$ cat config.mk
export PLATFORM = sky130hd
export DESIGN_NAME = card_port
export DESIGN_NICKNAME = d
export VERILOG_FILES = /design/src/card_port_pkg.sv /design/src/card_port.sv
export SDC_FILE = /design/constraint.sdc
export NUM_CORES = 1
export LEC_CHECK = 0
export ABC_AREA = 1
export CAP_MARGIN = 20
export CORE_MARGIN = 2
export CORE_UTILIZATION = 62
export CTS_CLUSTER_DIAMETER = 60
export DETAILED_ROUTE_END_ITERATION = 10
export DONT_BUFFER_PORTS = 1
export PLACE_DENSITY = 0.81
export SETUP_SLACK_MARGIN = 0.02
export SYNTH_ARGS = -nofsm -noshare
export SYNTH_HDL_FRONTEND = slang
export SYNTH_SLANG_ARGS = --single-unit
$ cat constraint.sdc
create_clock -name clk_sys_in -period 5.2 [get_ports clk_sys_in]
set_input_delay 0.26 -clock clk_sys_in [delete_from_list [all_inputs] [get_ports clk_sys_in]]
set_output_delay 0.26 -clock clk_sys_in [all_outputs]
set_load 0.05 [all_outputs]
$ cat src/card_port_pkg.sv
// constants, field layouts and types of the smart card serial control port
// What the document requires of this block and its host
// RULE1 - serial input sampled on shift-clock rise, most significant bit first
// RULE2 - status bits shift out on the serial output as command bits shift in
// RULE3 - load strobe fall copies shift register into command latch, acted on at once
// RULE4 - load strobe rise captures current status into the shift register
// RULE5 - host keeps shift clock low at strobe fall, high at strobe rise
// RULE6 - serial output carries shifted bits onward for daisy-chained devices
// RULE7 - host keeps the shift clock at or below the maximum port rate
// RULE8 - status: present bit 7, ready bit 6, answer fault 5, electrical fault 4
// RULE9 - command bits 1..0 pick supply: off, 1.8 V, 3 V or 5 V
// RULE10 - supply bits both zero deactivate the card and switch supply off
// RULE11 - command bit 2 selects socket; reset, clock, data follow host pins
// RULE12 - command bits 7..5 choose card clock mode among eight options
// RULE13 - card signals stay blocked until supply ready, which status reports
// RULE14 - faults set status bits; electrical fault also deactivates the card
// RULE15 - host reads status only by a full transaction, may shift all zeros
// RULE16 - selected socket joins host data pin; deselected releases both sides
// RULE17 - command bits 4..3 route host data: none, contact a, contact b, io
// RULE18 - data path acts as wired open-drain link between both sides
// RULE19 - clock pattern 000 gives synchronous, 001 gives bidirectional mode
// RULE20 - open-drain fault output pulled low while electrical fault bit set
// RULE21 - host keeps shift clock high when idle, still while strobe low; the host model raises it once while strobe low
// RULE22 - stop modes have bit 7 clear, bit 6 set; dividers have bit 7 set
// RULE23 - command latch resets to zero: supply off, deselected, nothing routed
package card_port_pkg;

	// command latch layout and its reset value
	typedef struct packed {
		logic [2:0] clk_mode;
		logic [1:0] route;
		logic       select;
		logic [1:0] supply;
	} command_word_t;

	localparam command_word_t CMD_RESET = 8'h00;

	// status word layout, low nibble always zero
	typedef struct packed {
		logic       present;
		logic       ready;
		logic       atr_fault;
		logic       elec_fault;
		logic [3:0] zero;
	} status_word_t;

	localparam logic [3:0] STATUS_ZERO = 4'h0;

	// supply level codes
	localparam logic [1:0] SUPPLY_OFF   = 2'h0;
	localparam logic [1:0] SUPPLY_1V8   = 2'h1;
	localparam logic [1:0] SUPPLY_3V    = 2'h2;
	localparam logic [1:0] SUPPLY_5V    = 2'h3;

	// host data routing codes
	localparam logic [1:0] ROUTE_NONE   = 2'h0;
	localparam logic [1:0] ROUTE_AUX_A  = 2'h1;
	localparam logic [1:0] ROUTE_AUX_B  = 2'h2;
	localparam logic [1:0] ROUTE_IO     = 2'h3;

	// card clock mode codes
	localparam logic [2:0] CLK_SYNC     = 3'h0;
	localparam logic [2:0] CLK_BIDIR    = 3'h1;
	localparam logic [2:0] CLK_STOP_LO  = 3'h2;
	localparam logic [2:0] CLK_STOP_HI  = 3'h3;
	localparam logic [2:0] CLK_DIV1     = 3'h4;
	localparam logic [2:0] CLK_DIV2     = 3'h5;
	localparam logic [2:0] CLK_DIV4     = 3'h6;
	localparam logic [2:0] CLK_DIV8     = 3'h7;

	// pin inputs that cross into the system clock
	typedef struct packed {
		logic sclk;
		logic din;
		logic ld_n;
		logic present;
		logic supply_ok;
		logic atr_fault;
		logic elec_fault;
		logic rst_req;
		logic sync_clk;
		logic free_clk;
		logic card_clk;
		logic host_data;
		logic card_io;
	} pins_t;

	// idle pin levels; fault events idle low so a reset raises no false sticky fault
	localparam pins_t PINS_IDLE = 13'h1_F3F;

	// who pulls a wired-low link, one-hot
	typedef enum logic [3:0] {
		OWN_IDLE   = 4'b0001,
		OWN_HOST   = 4'b0010,
		OWN_CARD   = 4'b0100,
		OWN_SETTLE = 4'b1000
	} owner_t;

endpackage

$ cat src/card_port.sv
// serial control port, command decode and card-side signal control
`timescale 1ns/10ps
`default_nettype none

module card_port (
	input  wire logic clk_sys_in,
	input  wire logic rst_in,
	input  wire logic serial_clk_in,
	input  wire logic serial_data_in,
	input  wire logic load_strobe_n_in,
	output logic      serial_data_out,
	input  wire logic card_presence_in,
	input  wire logic supply_ok_in,
	input  wire logic atr_fault_in,
	input  wire logic elec_fault_in,
	output logic      [1:0] card_supply_out,
	output logic      card_supply_en_out,
	input  wire logic reset_req_in,
	output logic      card_reset_out,
	input  wire logic sync_clk_in,
	output logic      sync_clk_out,
	output logic      sync_clk_oe_n_out,
	input  wire logic host_free_clock_in,
	input  wire logic card_clk_in,
	output logic      card_clk_out,
	output logic      card_clk_oe_n_out,
	input  wire logic host_data_in,
	output logic      host_data_out,
	output logic      host_data_oe_n_out,
	input  wire logic card_io_in,
	output logic      card_io_out,
	output logic      card_io_oe_n_out,
	output logic      aux_contact_a_out,
	output logic      aux_contact_b_out,
	output logic      fault_out,
	output logic      fault_oe_n_out
);
	import card_port_pkg::*;

	// next owner of a wired-low link; settle waits for both sides high
	// so our own released drive is not mistaken for the far side pulling
	function automatic owner_t owner_next(input owner_t cur, input logic a_low,
			input logic b_low, input logic enable);
		owner_t nxt;
		nxt = cur;
		if (!enable) begin
			nxt = OWN_IDLE;
		end else begin
			case (cur)
				OWN_IDLE: begin
					if (a_low) begin
						nxt = OWN_HOST;
					end else if (b_low) begin
						nxt = OWN_CARD;
					end
				end
				OWN_HOST: begin
					if (!a_low) begin
						nxt = OWN_SETTLE;
					end
				end
				OWN_CARD: begin
					if (!b_low) begin
						nxt = OWN_SETTLE;
					end
				end
				OWN_SETTLE: begin
					if (!a_low && !b_low) begin
						nxt = OWN_IDLE;
					end
				end
				default: nxt = OWN_IDLE;
			endcase
		end
		return nxt;
	endfunction

	pins_t         pins_raw;
	pins_t         sync1_ff;
	pins_t         sync2_ff;
	pins_t         sync3_ff;
	logic          sclk_rise;
	logic          ld_fall;
	logic          ld_rise;
	logic          free_rise;
	logic [7:0]    shift_ff;
	command_word_t cmd_ff;
	status_word_t  status;
	logic          elec_fault_ff;
	logic          atr_fault_ff;
	logic          deact;
	logic          live;
	logic          selected;
	owner_t        data_own_ff;
	owner_t        clk_own_ff;
	logic [2:0]    div_cnt_ff;
	logic          card_clk_ff;
	logic          nxt_card_clk;
	logic          div_src;
	logic          card_reset_ff;
	logic          aux_a_ff;
	logic          aux_b_ff;
	logic          supply_en_ff;
	logic [1:0]    supply_ff;
	logic          fault_oe_n_ff;

	assign pins_raw = '{sclk: serial_clk_in, din: serial_data_in,
		ld_n: load_strobe_n_in, present: card_presence_in, supply_ok: supply_ok_in,
		atr_fault: atr_fault_in, elec_fault: elec_fault_in, rst_req: reset_req_in,
		sync_clk: sync_clk_in, free_clk: host_free_clock_in, card_clk: card_clk_in,
		host_data: host_data_in, card_io: card_io_in};

	// two-stage synchroniser; third stage only for edge detection on stage two
	always_ff @(posedge clk_sys_in or posedge rst_in) begin
		if (rst_in) begin
			sync1_ff <= PINS_IDLE;
			sync2_ff <= PINS_IDLE;
			sync3_ff <= PINS_IDLE;
		end else begin
			sync1_ff <= pins_raw;
			sync2_ff <= sync1_ff;
			sync3_ff <= sync2_ff;
		end
	end

	// edges; shift clock ignored while strobe low, it should not move then
	assign sclk_rise = sync2_ff.sclk && !sync3_ff.sclk && sync2_ff.ld_n;
	assign ld_fall   = !sync2_ff.ld_n && sync3_ff.ld_n;
	assign ld_rise   = sync2_ff.ld_n && !sync3_ff.ld_n;
	assign free_rise = sync2_ff.free_clk && !sync3_ff.free_clk;

	// status word as presented to the shift register
	assign status = '{present: sync2_ff.present, ready: live,
		atr_fault: atr_fault_ff, elec_fault: elec_fault_ff, zero: STATUS_ZERO}; // RULE8

	// shift register: status capture on strobe rise, shift on clock rise
	always_ff @(posedge clk_sys_in or posedge rst_in) begin
		if (rst_in) begin
			shift_ff <= 8'h00;
		end else if (ld_rise) begin
			shift_ff <= status; // RULE4
		end else if (sclk_rise) begin
			shift_ff <= {shift_ff[6:0], sync2_ff.din}; // RULE1
		end
	end

	// msb drives the output, so a chained neighbour receives our old bits
	assign serial_data_out = shift_ff[7]; // RULE2 RULE6

	// command latch, takes effect on the strobe fall
	always_ff @(posedge clk_sys_in or posedge rst_in) begin
		if (rst_in) begin
			cmd_ff <= CMD_RESET; // RULE23
		end else if (ld_fall) begin
			cmd_ff <= shift_ff; // RULE3
		end
	end

	// sticky faults cleared by loading shutdown; a new fault wins the clear
	always_ff @(posedge clk_sys_in or posedge rst_in) begin
		if (rst_in) begin
			elec_fault_ff <= 1'b0;
			atr_fault_ff  <= 1'b0;
		end else begin
			if (sync2_ff.elec_fault) begin
				elec_fault_ff <= 1'b1; // RULE14
			end else if (ld_fall && shift_ff[1:0] == SUPPLY_OFF) begin
				elec_fault_ff <= 1'b0;
			end
			if (sync2_ff.atr_fault) begin
				atr_fault_ff <= 1'b1; // RULE14
			end else if (ld_fall && shift_ff[1:0] == SUPPLY_OFF) begin
				atr_fault_ff <= 1'b0;
			end
		end
	end

	// deactivation on shutdown code or electrical fault; card gated until ready
	assign deact    = (cmd_ff.supply == SUPPLY_OFF) || elec_fault_ff; // RULE10 RULE14
	assign live     = !deact && sync2_ff.supply_ok; // RULE13
	assign selected = live && cmd_ff.select; // RULE11

	// supply level and fault pin
	always_ff @(posedge clk_sys_in or posedge rst_in) begin
		if (rst_in) begin
			supply_ff     <= SUPPLY_OFF;
			supply_en_ff  <= 1'b0;
			fault_oe_n_ff <= 1'b1;
		end else begin
			supply_ff     <= deact ? SUPPLY_OFF : cmd_ff.supply; // RULE9
			supply_en_ff  <= !deact; // RULE10
			fault_oe_n_ff <= !(elec_fault_ff || sync2_ff.elec_fault); // RULE20
		end
	end

	assign card_supply_out    = supply_ff;
	assign card_supply_en_out = supply_en_ff;
	assign fault_out          = 1'b0;
	assign fault_oe_n_out     = fault_oe_n_ff;

	// card reset follows host while selected, holds when deselected
	always_ff @(posedge clk_sys_in or posedge rst_in) begin
		if (rst_in) begin
			card_reset_ff <= 1'b0;
		end else if (!live) begin
			card_reset_ff <= 1'b0; // RULE13
		end else if (selected) begin
			card_reset_ff <= sync2_ff.rst_req; // RULE11
		end
	end

	assign card_reset_out = card_reset_ff;

	// io link ownership; only active on the io route of a selected socket
	always_ff @(posedge clk_sys_in or posedge rst_in) begin
		if (rst_in) begin
			data_own_ff <= OWN_IDLE;
		end else begin
			data_own_ff <= owner_next(data_own_ff, !sync2_ff.host_data, !sync2_ff.card_io,
				selected && cmd_ff.route == ROUTE_IO); // RULE17 RULE18
		end
	end

	// open-drain drives; unpowered card io is held low, deselected released
	always_ff @(posedge clk_sys_in or posedge rst_in) begin
		if (rst_in) begin
			host_data_oe_n_out <= 1'b1;
			card_io_oe_n_out   <= 1'b0;
		end else begin
			host_data_oe_n_out <= !(data_own_ff == OWN_CARD); // RULE16 RULE18
			card_io_oe_n_out   <= !(!live || data_own_ff == OWN_HOST); // RULE13 RULE18
		end
	end

	assign host_data_out = 1'b0;
	assign card_io_out   = 1'b0;

	// aux contacts copy host data when routed, latch otherwise
	always_ff @(posedge clk_sys_in or posedge rst_in) begin
		if (rst_in) begin
			aux_a_ff <= 1'b0;
			aux_b_ff <= 1'b0;
		end else if (!live) begin
			aux_a_ff <= 1'b0; // RULE13
			aux_b_ff <= 1'b0;
		end else if (selected) begin
			if (cmd_ff.route == ROUTE_AUX_A) begin
				aux_a_ff <= sync2_ff.host_data; // RULE17
			end
			if (cmd_ff.route == ROUTE_AUX_B) begin
				aux_b_ff <= sync2_ff.host_data; // RULE17
			end
		end
	end

	assign aux_contact_a_out = aux_a_ff;
	assign aux_contact_b_out = aux_b_ff;

	// free-running divider; counter bits give divide by 2, 4 and 8
	always_ff @(posedge clk_sys_in or posedge rst_in) begin
		if (rst_in) begin
			div_cnt_ff <= 3'h0;
		end else if (free_rise) begin
			div_cnt_ff <= div_cnt_ff + 3'h1;
		end
	end

	// divided source; mode switch is not glitch-filtered beyond the counter
	always_comb begin
		case (cmd_ff.clk_mode)
			CLK_DIV2: div_src = div_cnt_ff[0];
			CLK_DIV4: div_src = div_cnt_ff[1];
			CLK_DIV8: div_src = div_cnt_ff[2];
			default:  div_src = sync2_ff.free_clk;
		endcase
	end

	// card clock mode decode
	always_comb begin
		nxt_card_clk = card_clk_ff;
		if (!live) begin
			nxt_card_clk = 1'b0; // RULE13
		end else begin
			case (cmd_ff.clk_mode)
				CLK_SYNC: begin
					if (cmd_ff.select) begin
						nxt_card_clk = sync2_ff.sync_clk; // RULE19
					end
				end
				CLK_BIDIR: nxt_card_clk = 1'b0; // RULE19
				CLK_STOP_LO: begin
					nxt_card_clk = card_clk_ff && sync2_ff.free_clk; // RULE22
				end
				CLK_STOP_HI: begin
					nxt_card_clk = card_clk_ff || sync2_ff.free_clk; // RULE22
				end
				default: nxt_card_clk = div_src; // RULE12 RULE22
			endcase
		end
	end

	// bidirectional clock ownership, same wired-low scheme as the io link
	always_ff @(posedge clk_sys_in or posedge rst_in) begin
		if (rst_in) begin
			clk_own_ff <= OWN_IDLE;
		end else begin
			clk_own_ff <= owner_next(clk_own_ff, !sync2_ff.sync_clk, !sync2_ff.card_clk,
				selected && cmd_ff.clk_mode == CLK_BIDIR); // RULE19
		end
	end

	// card clock register and pin enables
	always_ff @(posedge clk_sys_in or posedge rst_in) begin
		if (rst_in) begin
			card_clk_ff       <= 1'b0;
			card_clk_oe_n_out <= 1'b0;
			sync_clk_oe_n_out <= 1'b1;
		end else begin
			card_clk_ff       <= nxt_card_clk; // RULE12
			card_clk_oe_n_out <= live && cmd_ff.clk_mode == CLK_BIDIR &&
				clk_own_ff != OWN_HOST;
			sync_clk_oe_n_out <= !(clk_own_ff == OWN_CARD);
		end
	end

	assign card_clk_out = card_clk_ff;
	assign sync_clk_out = 1'b0;
endmodule

`default_nettype wire

-- Word-level counts from Yosys, hierarchy flattened
Index checks and enable logic that the tools add are counted.
- logic and storage cells: 152
- flip-flop bits (word level): 70
- bits of input ports: 15
- reductions and logical operators: 39
- muxes and demuxes: 32
- $add $sub $neg: 1
- equality and inequality tests: 30
- operators with widths (cell ; number):
    $mux 4 ; 12
    $pmux 4 s4 ; 2
    $ne 3x3->1 const B ; 7
    $mux 8 ; 2
    $logic_and 1x1->1 ; 15
    $mux 1 ; 13
    $logic_not 1->1 ; 10
    $eq 3x3->1 const B ; 3
    $eq 4x1->1 const B ; 2
    $eq 4x2->1 const B ; 2
    $eq 4x3->1 const B ; 2
    $eq 4x4->1 const B ; 2
    $ne 4x4->1 const B ; 2
    $reduce_and 4->1 ; 2
    $eq 3x2->1 const B ; 2
    $ne 2x1->1 const B ; 3
    $reduce_bool 2->1 ; 3
    $eq 2x2->1 const B ; 2
    $logic_not 2->1 ; 2
    $logic_or 1x1->1 ; 4
    $ne 4x2->1 const B ; 1
    $pmux 1 s4 ; 1
    $reduce_and 2->1 ; 2
    $add 3x1->3 const B ; 1
    other kinds (5) ; 5

-- Logic depth before layout (Yosys ltp)
Gate-level depths: netlist of the first run.
- depth after elaboration: 8
- mapped depth: 9
- gate-level depth less buffers: 9

-- Least setup slack after synthesis of the first run
Ideal clock, no wire load.
- path kind: register to register
- start point: register sync3_ff[10] (netlist bit)
- end point: register elec_fault_ff
- path buffers: 0
- data arrival time: 1.108 ns
- data required time: 5.082 ns
- cell stages (with the launch flop): 8
- path slack: 3.974 ns
- library setup time: 0.118 ns
- path through: dfstp_2 > inv_1 > nor2_4 > inv_1 > nor2_1 > nand2_1 > a21oi_1 > inv_1
- word-level cells in the longest chain between the ends: 3
- ends and longest elaborated chain (what ; RTL line ; RTL):
    start, declared ; card_port.sv:81 ; pins_t sync3_ff;
    start signal, assigned ; card_port.sv:122 ; sync3_ff <= sync2_ff;
    $logic_and 1x1->1 ; card_port.sv:128 ; assign ld_fall = !sync2_ff.ld_n && sync3_ff.ld_n;
    $logic_and 1x1->1 ; card_port.sv:167 ; end else if (ld_fall && shift_ff[1:0] == SUPPLY_OFF) begin
    $reduce_bool 2->1 (no line) ; n/a ;
    end signal, assigned ; card_port.sv:162 ; elec_fault_ff <= 1'b0;
    end signal, assigned ; card_port.sv:166 ; elec_fault_ff <= 1'b1;
    end signal, assigned ; card_port.sv:168 ; elec_fault_ff <= 1'b0;
    end, declared ; card_port.sv:89 ; logic elec_fault_ff;
Every way passes these cells.
A chain may end at the register's enable or synchronous reset.

-- Final worst setup path of the first run
Same ends and word-level chain as after synthesis.

==> impl_metrics.toml, run 1 <==
[finish]
final_area_mm2 = 0.00314
num-nets-final = 308
diodes = 0
drive_gt1_share_pct = 24.6
syn_to_final_growth_pct = 13.7
final.fill_count = 319

[grt]
grt_start_max_net_pins = 71
grtUsageTotal_pct = 20.5
grt_pass1_vias = 1837
antenna_found_initial = 0
gr-total-overflow = 0
grt_first_pass_wirelength_um = 7710

[floorplanning]
start_util_pct = 63.9
pin_count = 32
die_y_um = 70.8
fp.dieW_um = 70.8
core_mm2 = 0.00432
dieArea_mm2 = 0.00501
rows = 24

[synthesis]
yosys-top-cells-area = "dfrtp_1 36%, dfstp_2 29%, nand2_1 7.6%"
synth_area_leader_cell = "dfrtp_1"
synth_edf_count = 0
synth_top_area_share_pct = 36.2
syn_inst = 269
async_reset_ff_share_pct = 100
yosysMostFrequentCell = "nand2_1"
netlist-cell-type-count = 30
yosys_warnings = 0
synth-seq-cells = 70
syn_avg_cell_area_um2 = 10.3
synth_area_mm2 = 0.00276
ys_seq_area_share_pct = 64.7
synth_common_cells = "56 x nand2_1, 40 x dfrtp_1, 32 x inv_1"
synth-main-ff-cell = "dfrtp_1"

[timing]
min_period_ns = 1.48
slew_headroom_pct = 46.0
finalMaxSlewViolations = 0
fmax_mhz = 676
setup_viol = 0
fin_setup_tns_ns = 0
final-hold-violation-count = 0
fin_crit_sh_pct = 28.4
rsz0062_at_grt = "no"
worst_pin_slew_ns = 0.810
clock_skew_ns = 0.00546

[route]
firstDrtPassIters = 4
antenna_left = 0
drtIter0Drc = 50
via_count = 1839
vias_per_cell = 5.27
drc = 0
wl_um = 4410
avgRoutedWirePerCell_um = 12.6

[run]
drv_cap = 0

[setup_path]
cp_max_fo = 15
end_kind = "flop"
worst_ep_required_time_ns = 5.45
cp.arrival_ns = 1.73
critPathKind = "flop to flop"
startpoint_type = "flop"

[clock_network]
htree_levels = 3
clk_pin_slew_ns = 0.08
post_cts_buffers = 0
clock_path_buffers = 2
cts_tree = "yes"
clock_sinks = 70
clk_latency_ns = 0.35
cts_made_buffers = 9
clockRootBuffer = "clkbuf_8"

[pwr]
p_int_uw = 855
p_sw_uw = 306
switching_share_pct = 26.4
power.leakage_uw = 0.00149
p_clk_share_pct = 37.1
power_frac_seq_pct = 54.5
ir_drop_mv = 0.279
powerDensity_mw_per_mm2 = 370
power_frac_comb_pct = 8.4

[placed_design]
place_area_mm2 = 0.00281
io_buffers = 0
gp_congestion = 0.894
dpl.hpwl_um = 2940

[hold_path]
hold_class = "primary input to async pin"

[outcome]
outcome = "finished, final reports clean"
[per-layer routing]
layer  up-vias  track usage (%)  wire length [um]
met4         0             11.7               121
met5         -                0                 0
li1        900                -                 -
met1       890             22.3              1840
met3        14             8.40               184
met2        35             33.9              2270
[critical path, stage by stage (launching register included)]
cell and delay (ns):
dfstp_2 0.53, inv_1 0.09, nor2_4 0.25, inv_1 0.10, nor2_1 0.14, nand2_1 0.09, a21oi_1 0.12, inv_1 0.05
[area by class of cell]
cell class,instances,area [um2],area share [%]
clock inverter,6,70.1,2.23
clock buffer,10,128,4.06
multi-input combinational,160,813,25.9
tap,52,65.1,2.07
timing repair buffer,14,138,4.38
inverter,37,139,4.42
sequential,70,1790,56.9
[power by group through the flow]
stage               clock network, uW  logic, uW  registers, uW
floorplan                           0       77.7            633
global placement                    0       86.5            640
detailed placement                  0       90.7            641
CTS                               443       99.2            632
global route                      464        111            637
finish                            431       97.1            633
[placed cells by master, fill, tap and decap left out, drive strengths merged]
cell type	count
a21oi	13
a21o	1
o221ai	2
dfrtp	40
nand3	25
nor3	4
buf	1
nand4	4
xor2	1
conb	4
nor2	23
o31ai	1
mux2	1
nand2	64
ha	1
clkbuf	10
bufinv	1
clkinvlp	3
dfstp	30
o211ai	1
dlygate4sd3	13
o21ai	14
inv	39
xnor2	1
[final timing paths]
path	start	to	slack, ns	cells past startpoint
worst max-delay path	sync3_ff[10]	elec_fault_ff	3.72	7
worst min-delay path	rst_in	data_own_ff[1]	0.02	2
worst max register to register	sync3_ff[10]	elec_fault_ff	3.72	7
worst min register to register	sync1_ff[5]	sync2_ff[5]	0.35	0
max in group asynchronous	rst_in	card_io_oe_n_out	4.64	2
min in group clk_sys_in	sync1_ff[5]	sync2_ff[5]	0.35	0
[metrics by stage]
stage	setup WS (ns)	power [uW]	instances	util (%)	hold slack, ns
2_1_floorplan	3.22	711	272	-	0.264
3_3_place_gp	3.79	726	320	65.1	0.265
5_1_grt	3.64	1210	349	72.7	0.0952
6_report	3.72	1160	349	72.7	0.0216
3_5_place_dp	3.74	732	320	65.1	0.265
4_1_cts	3.73	1180	349	72.7	0.0447
[what timing repair did]
action / 4_1_cts / 5_1_grt
endpoints found under the setup margin: 0 / 0
resized for setup: 0 / 0
hold buffers: 13 / 0
endpoints found under the hold margin: 13 / 0
[sequential cells by signal, summed over array words and instances, names as in the netlist]
name                cells
card_supply_out         2
aux_contact_b_out       1
card_clk_oe_n_out       1
div_cnt_ff              3
sync_clk_oe_n_out       1
atr_fault_ff            1
elec_fault_ff           1
sync3_ff                3
host_data_oe_n_out      1
sync1_ff               13
fault_oe_n_out          1
status                  1
card_io_oe_n_out        1
data_own_ff             4
card_clk_out            1
card_supply_en_out      1
aux_contact_a_out       1
card_reset_out          1
sync2_ff               12
clk_own_ff              4
shift_ff                8
cmd_ff                  8
[logic make-up (layout without fill, tap and decap cells)]
group,Yosys count,in the layout,share of synthesized area (%)
AO/OA/AOI/OAI,32,32,6.47
XOR/XNOR,2,2,0.634
adder cells (fa/ha/maj),1,1,0.453
buffers and inverters,42,67,6.25
flip-flops,70,70,64.7
multiplexers,1,1,0.407
other,1,4,0.136
AND/OR/NAND/NOR,120,120,20.9
(Power assumes the default switching activity.)
==> run 2, diff against run 1 <==
clock period = 1.4 ns   (was 5.2 ns; I/O delays follow)
==> run 2 against run 1 <==
Net effect:
- cell area grew 5.7%
- sequential power grew to 3.7 times the previous value
- final cell count up 3.7%
- first-iteration DRC count is 70% higher
- clock skew grew 0.0038 ns
- clock power grew to 4.2 times the previous value
- fmax rose by 13%
- critical endpoint is now shift_ff[4]
- largest power group unchanged
==> impl_metrics.toml, run 2 (synthesis gave the netlist of run 1 again) <==
[outcome]
outcome = "finished, final reports clean"

[setup_path]
critPathKind = "flop to flop"
crit_chain = "inv_2 -> nor2_4 -> nand2_2 -> nand2_2 -> inv_2 -> nand2_1 -> o221ai_2"
r2r-start = "sync2_ff[10]"
cp_max_fo = 6
worst_ep_required_time_ns = 1.62
r2r-end = "shift_ff[4]"
cpMaxStageDelayCell = "dfstp_2"
r2r_setup_slack_ns = 0.09
cp.arrival_ns = 1.53
worstSetupStartpoint = "sync2_ff[10]"
end_kind = "flop"
crit_end = "shift_ff[4]"
reg2regPathDepth = 7
cpPeakStageDelay_ns = 0.61
crit_family = "flip-flops"
startpoint_type = "flop"
critical_path_depth = 7
critical_path_buf_inv_count = 2

[floorplanning]
rows = 24
core_mm2 = 0.00432
fp.dieW_um = 70.8
start_util_pct = 63.9
die_y_um = 70.8
dieArea_mm2 = 0.00501
pin_count = 32

[route]
drtIter0Drc = 85
firstDrtPassIters = 4
wl_um = 4740
avgRoutedWirePerCell_um = 13.1
via_count = 1854
vias_per_cell = 5.12
drc = 0
antenna_left = 0

[clock_network]
clk_pin_slew_ns = 0.07
clock_path_buffers = 2
htree_levels = 3
clk_latency_ns = 0.34
cts_made_buffers = 9
cts_tree = "yes"
clockRootBuffer = "clkbuf_8"
clock_sinks = 70

[timing]
min_period_ns = 1.31
fin_setup_tns_ns = 0
finalWorstSetupSlack_ns = 0.0926
fin_crit_sh_pct = 93.4
fmax_mhz = 765
rsz0062_at_grt = "yes"
final-hold-violation-count = 0
setup_viol = 0
finalMaxSlewViolations = 0
clock_skew_ns = 0.00931

[finish]
drive_gt1_share_pct = 29.0
largestRegisters = "sync1_ff x13, sync2_ff x12"
syn_to_final_growth_pct = 20.1
num-nets-final = 321
diodes = 0
mostFrequentLayoutCells = "54 x nand2_1, 40 x dfrtp_1, 30 x inv_1, 30 x dfstp_2, 22 x nand3_1"
final.fill_count = 294
final_common_cell = "nand2_1"
largest_reg_flops = 13
regMostFlops = "sync1_ff"

[placed_design]
preCtsSetupSlack_ns = 0.0479
dpl.hpwl_um = 3240
gp_congestion = 0.905
io_buffers = 0

[pwr]
power.leakage_uw = 0.00159
powerDensity_mw_per_mm2 = 1380
ir_drop_mv = 1.53

[run]
drv_cap = 0

[grt]
gr-total-overflow = 0
grtUsageTotal_pct = 21.2
grt_start_max_net_pins = 37
grt_pass1_vias = 1831
antenna_found_initial = 0
grt_first_pass_wirelength_um = 7990

[hold_path]
hold_class = "primary input to async pin"
## run 2: layer usage
layer | part of all wire (%) | global-route usage (%)
met1 | 41 | 24.9
met2 | 52 | 35.2
met3 | 3.1 | 4.70
met4 | 4.0 | 13.4
met5 | 0 | 0
## run 2: metrics by stage
stage | cell area (um2) | util [%] | power [uW] | hold slack, ns | std cells
CTS | 3260 | 75.5 | 4590 | 0.199 | 358
global route | 3320 | 76.8 | 4750 | 0.215 | 362
global placement | 2890 | 66.8 | 2720 | -0.0472 | 328
finish | 3320 | 76.8 | 4570 | 0.198 | 362
floorplan | 2780 | - | 2640 | 0.0745 | 272
detailed placement | 2890 | 66.8 | 2740 | -0.0455 | 328
## run 2: final cells by class
cell class              count  area [um2]  share of cell area (%)
clock inverters             5        81.3                    2.45
well taps                  52        65.1                    1.96
clock buffers              11         151                    4.56
repair buffers             27         250                    7.54
multi-input cells         160         840                    25.3
flip-flops and latches     70        1790                    53.9
inverters                  37         143                    4.30
## run 2: how the worst min path moves through the flow
stage               start                 end  cells after the start
6_report           rst_in       div_cnt_ff[0]                      2
5_1_grt            rst_in       div_cnt_ff[0]                      2
4_1_cts            rst_in       div_cnt_ff[0]                      2
3_5_place_dp       rst_in  card_supply_en_out                      1
3_3_place_gp       rst_in       div_cnt_ff[0]                      1
2_1_floorplan  card_io_in         sync1_ff[0]                      0
## run 2: repair_timing
item	4_1_cts	5_1_grt
endpoints found under the setup margin	0	6
hold buffers	14	0
setup buffers	0	4
resized for setup	0	7
hold endpoints to repair	60	0
## run 2: worst reg2reg max path: stages, from the launching register on
cell,delay [ns]
dfstp_2,0.61
inv_2,0.06
nor2_4,0.09
nand2_2,0.10
nand2_2,0.11
inv_2,0.07
nand2_1,0.08
o221ai_2,0.08
## run 2: power breakdown
| part | internal, uW | switching [uW] | leakage [uW] | total (uW) |
|---|---|---|---|---|
| Combinational | 162 | 252 | 0.000640 | 415 |
| Sequential | 2200 | 133 | 0.000835 | 2330 |
| Clock | 1100 | 719 | 0.000116 | 1820 |
| Total | 3460 | 1100 | 0.00159 | 4570 |
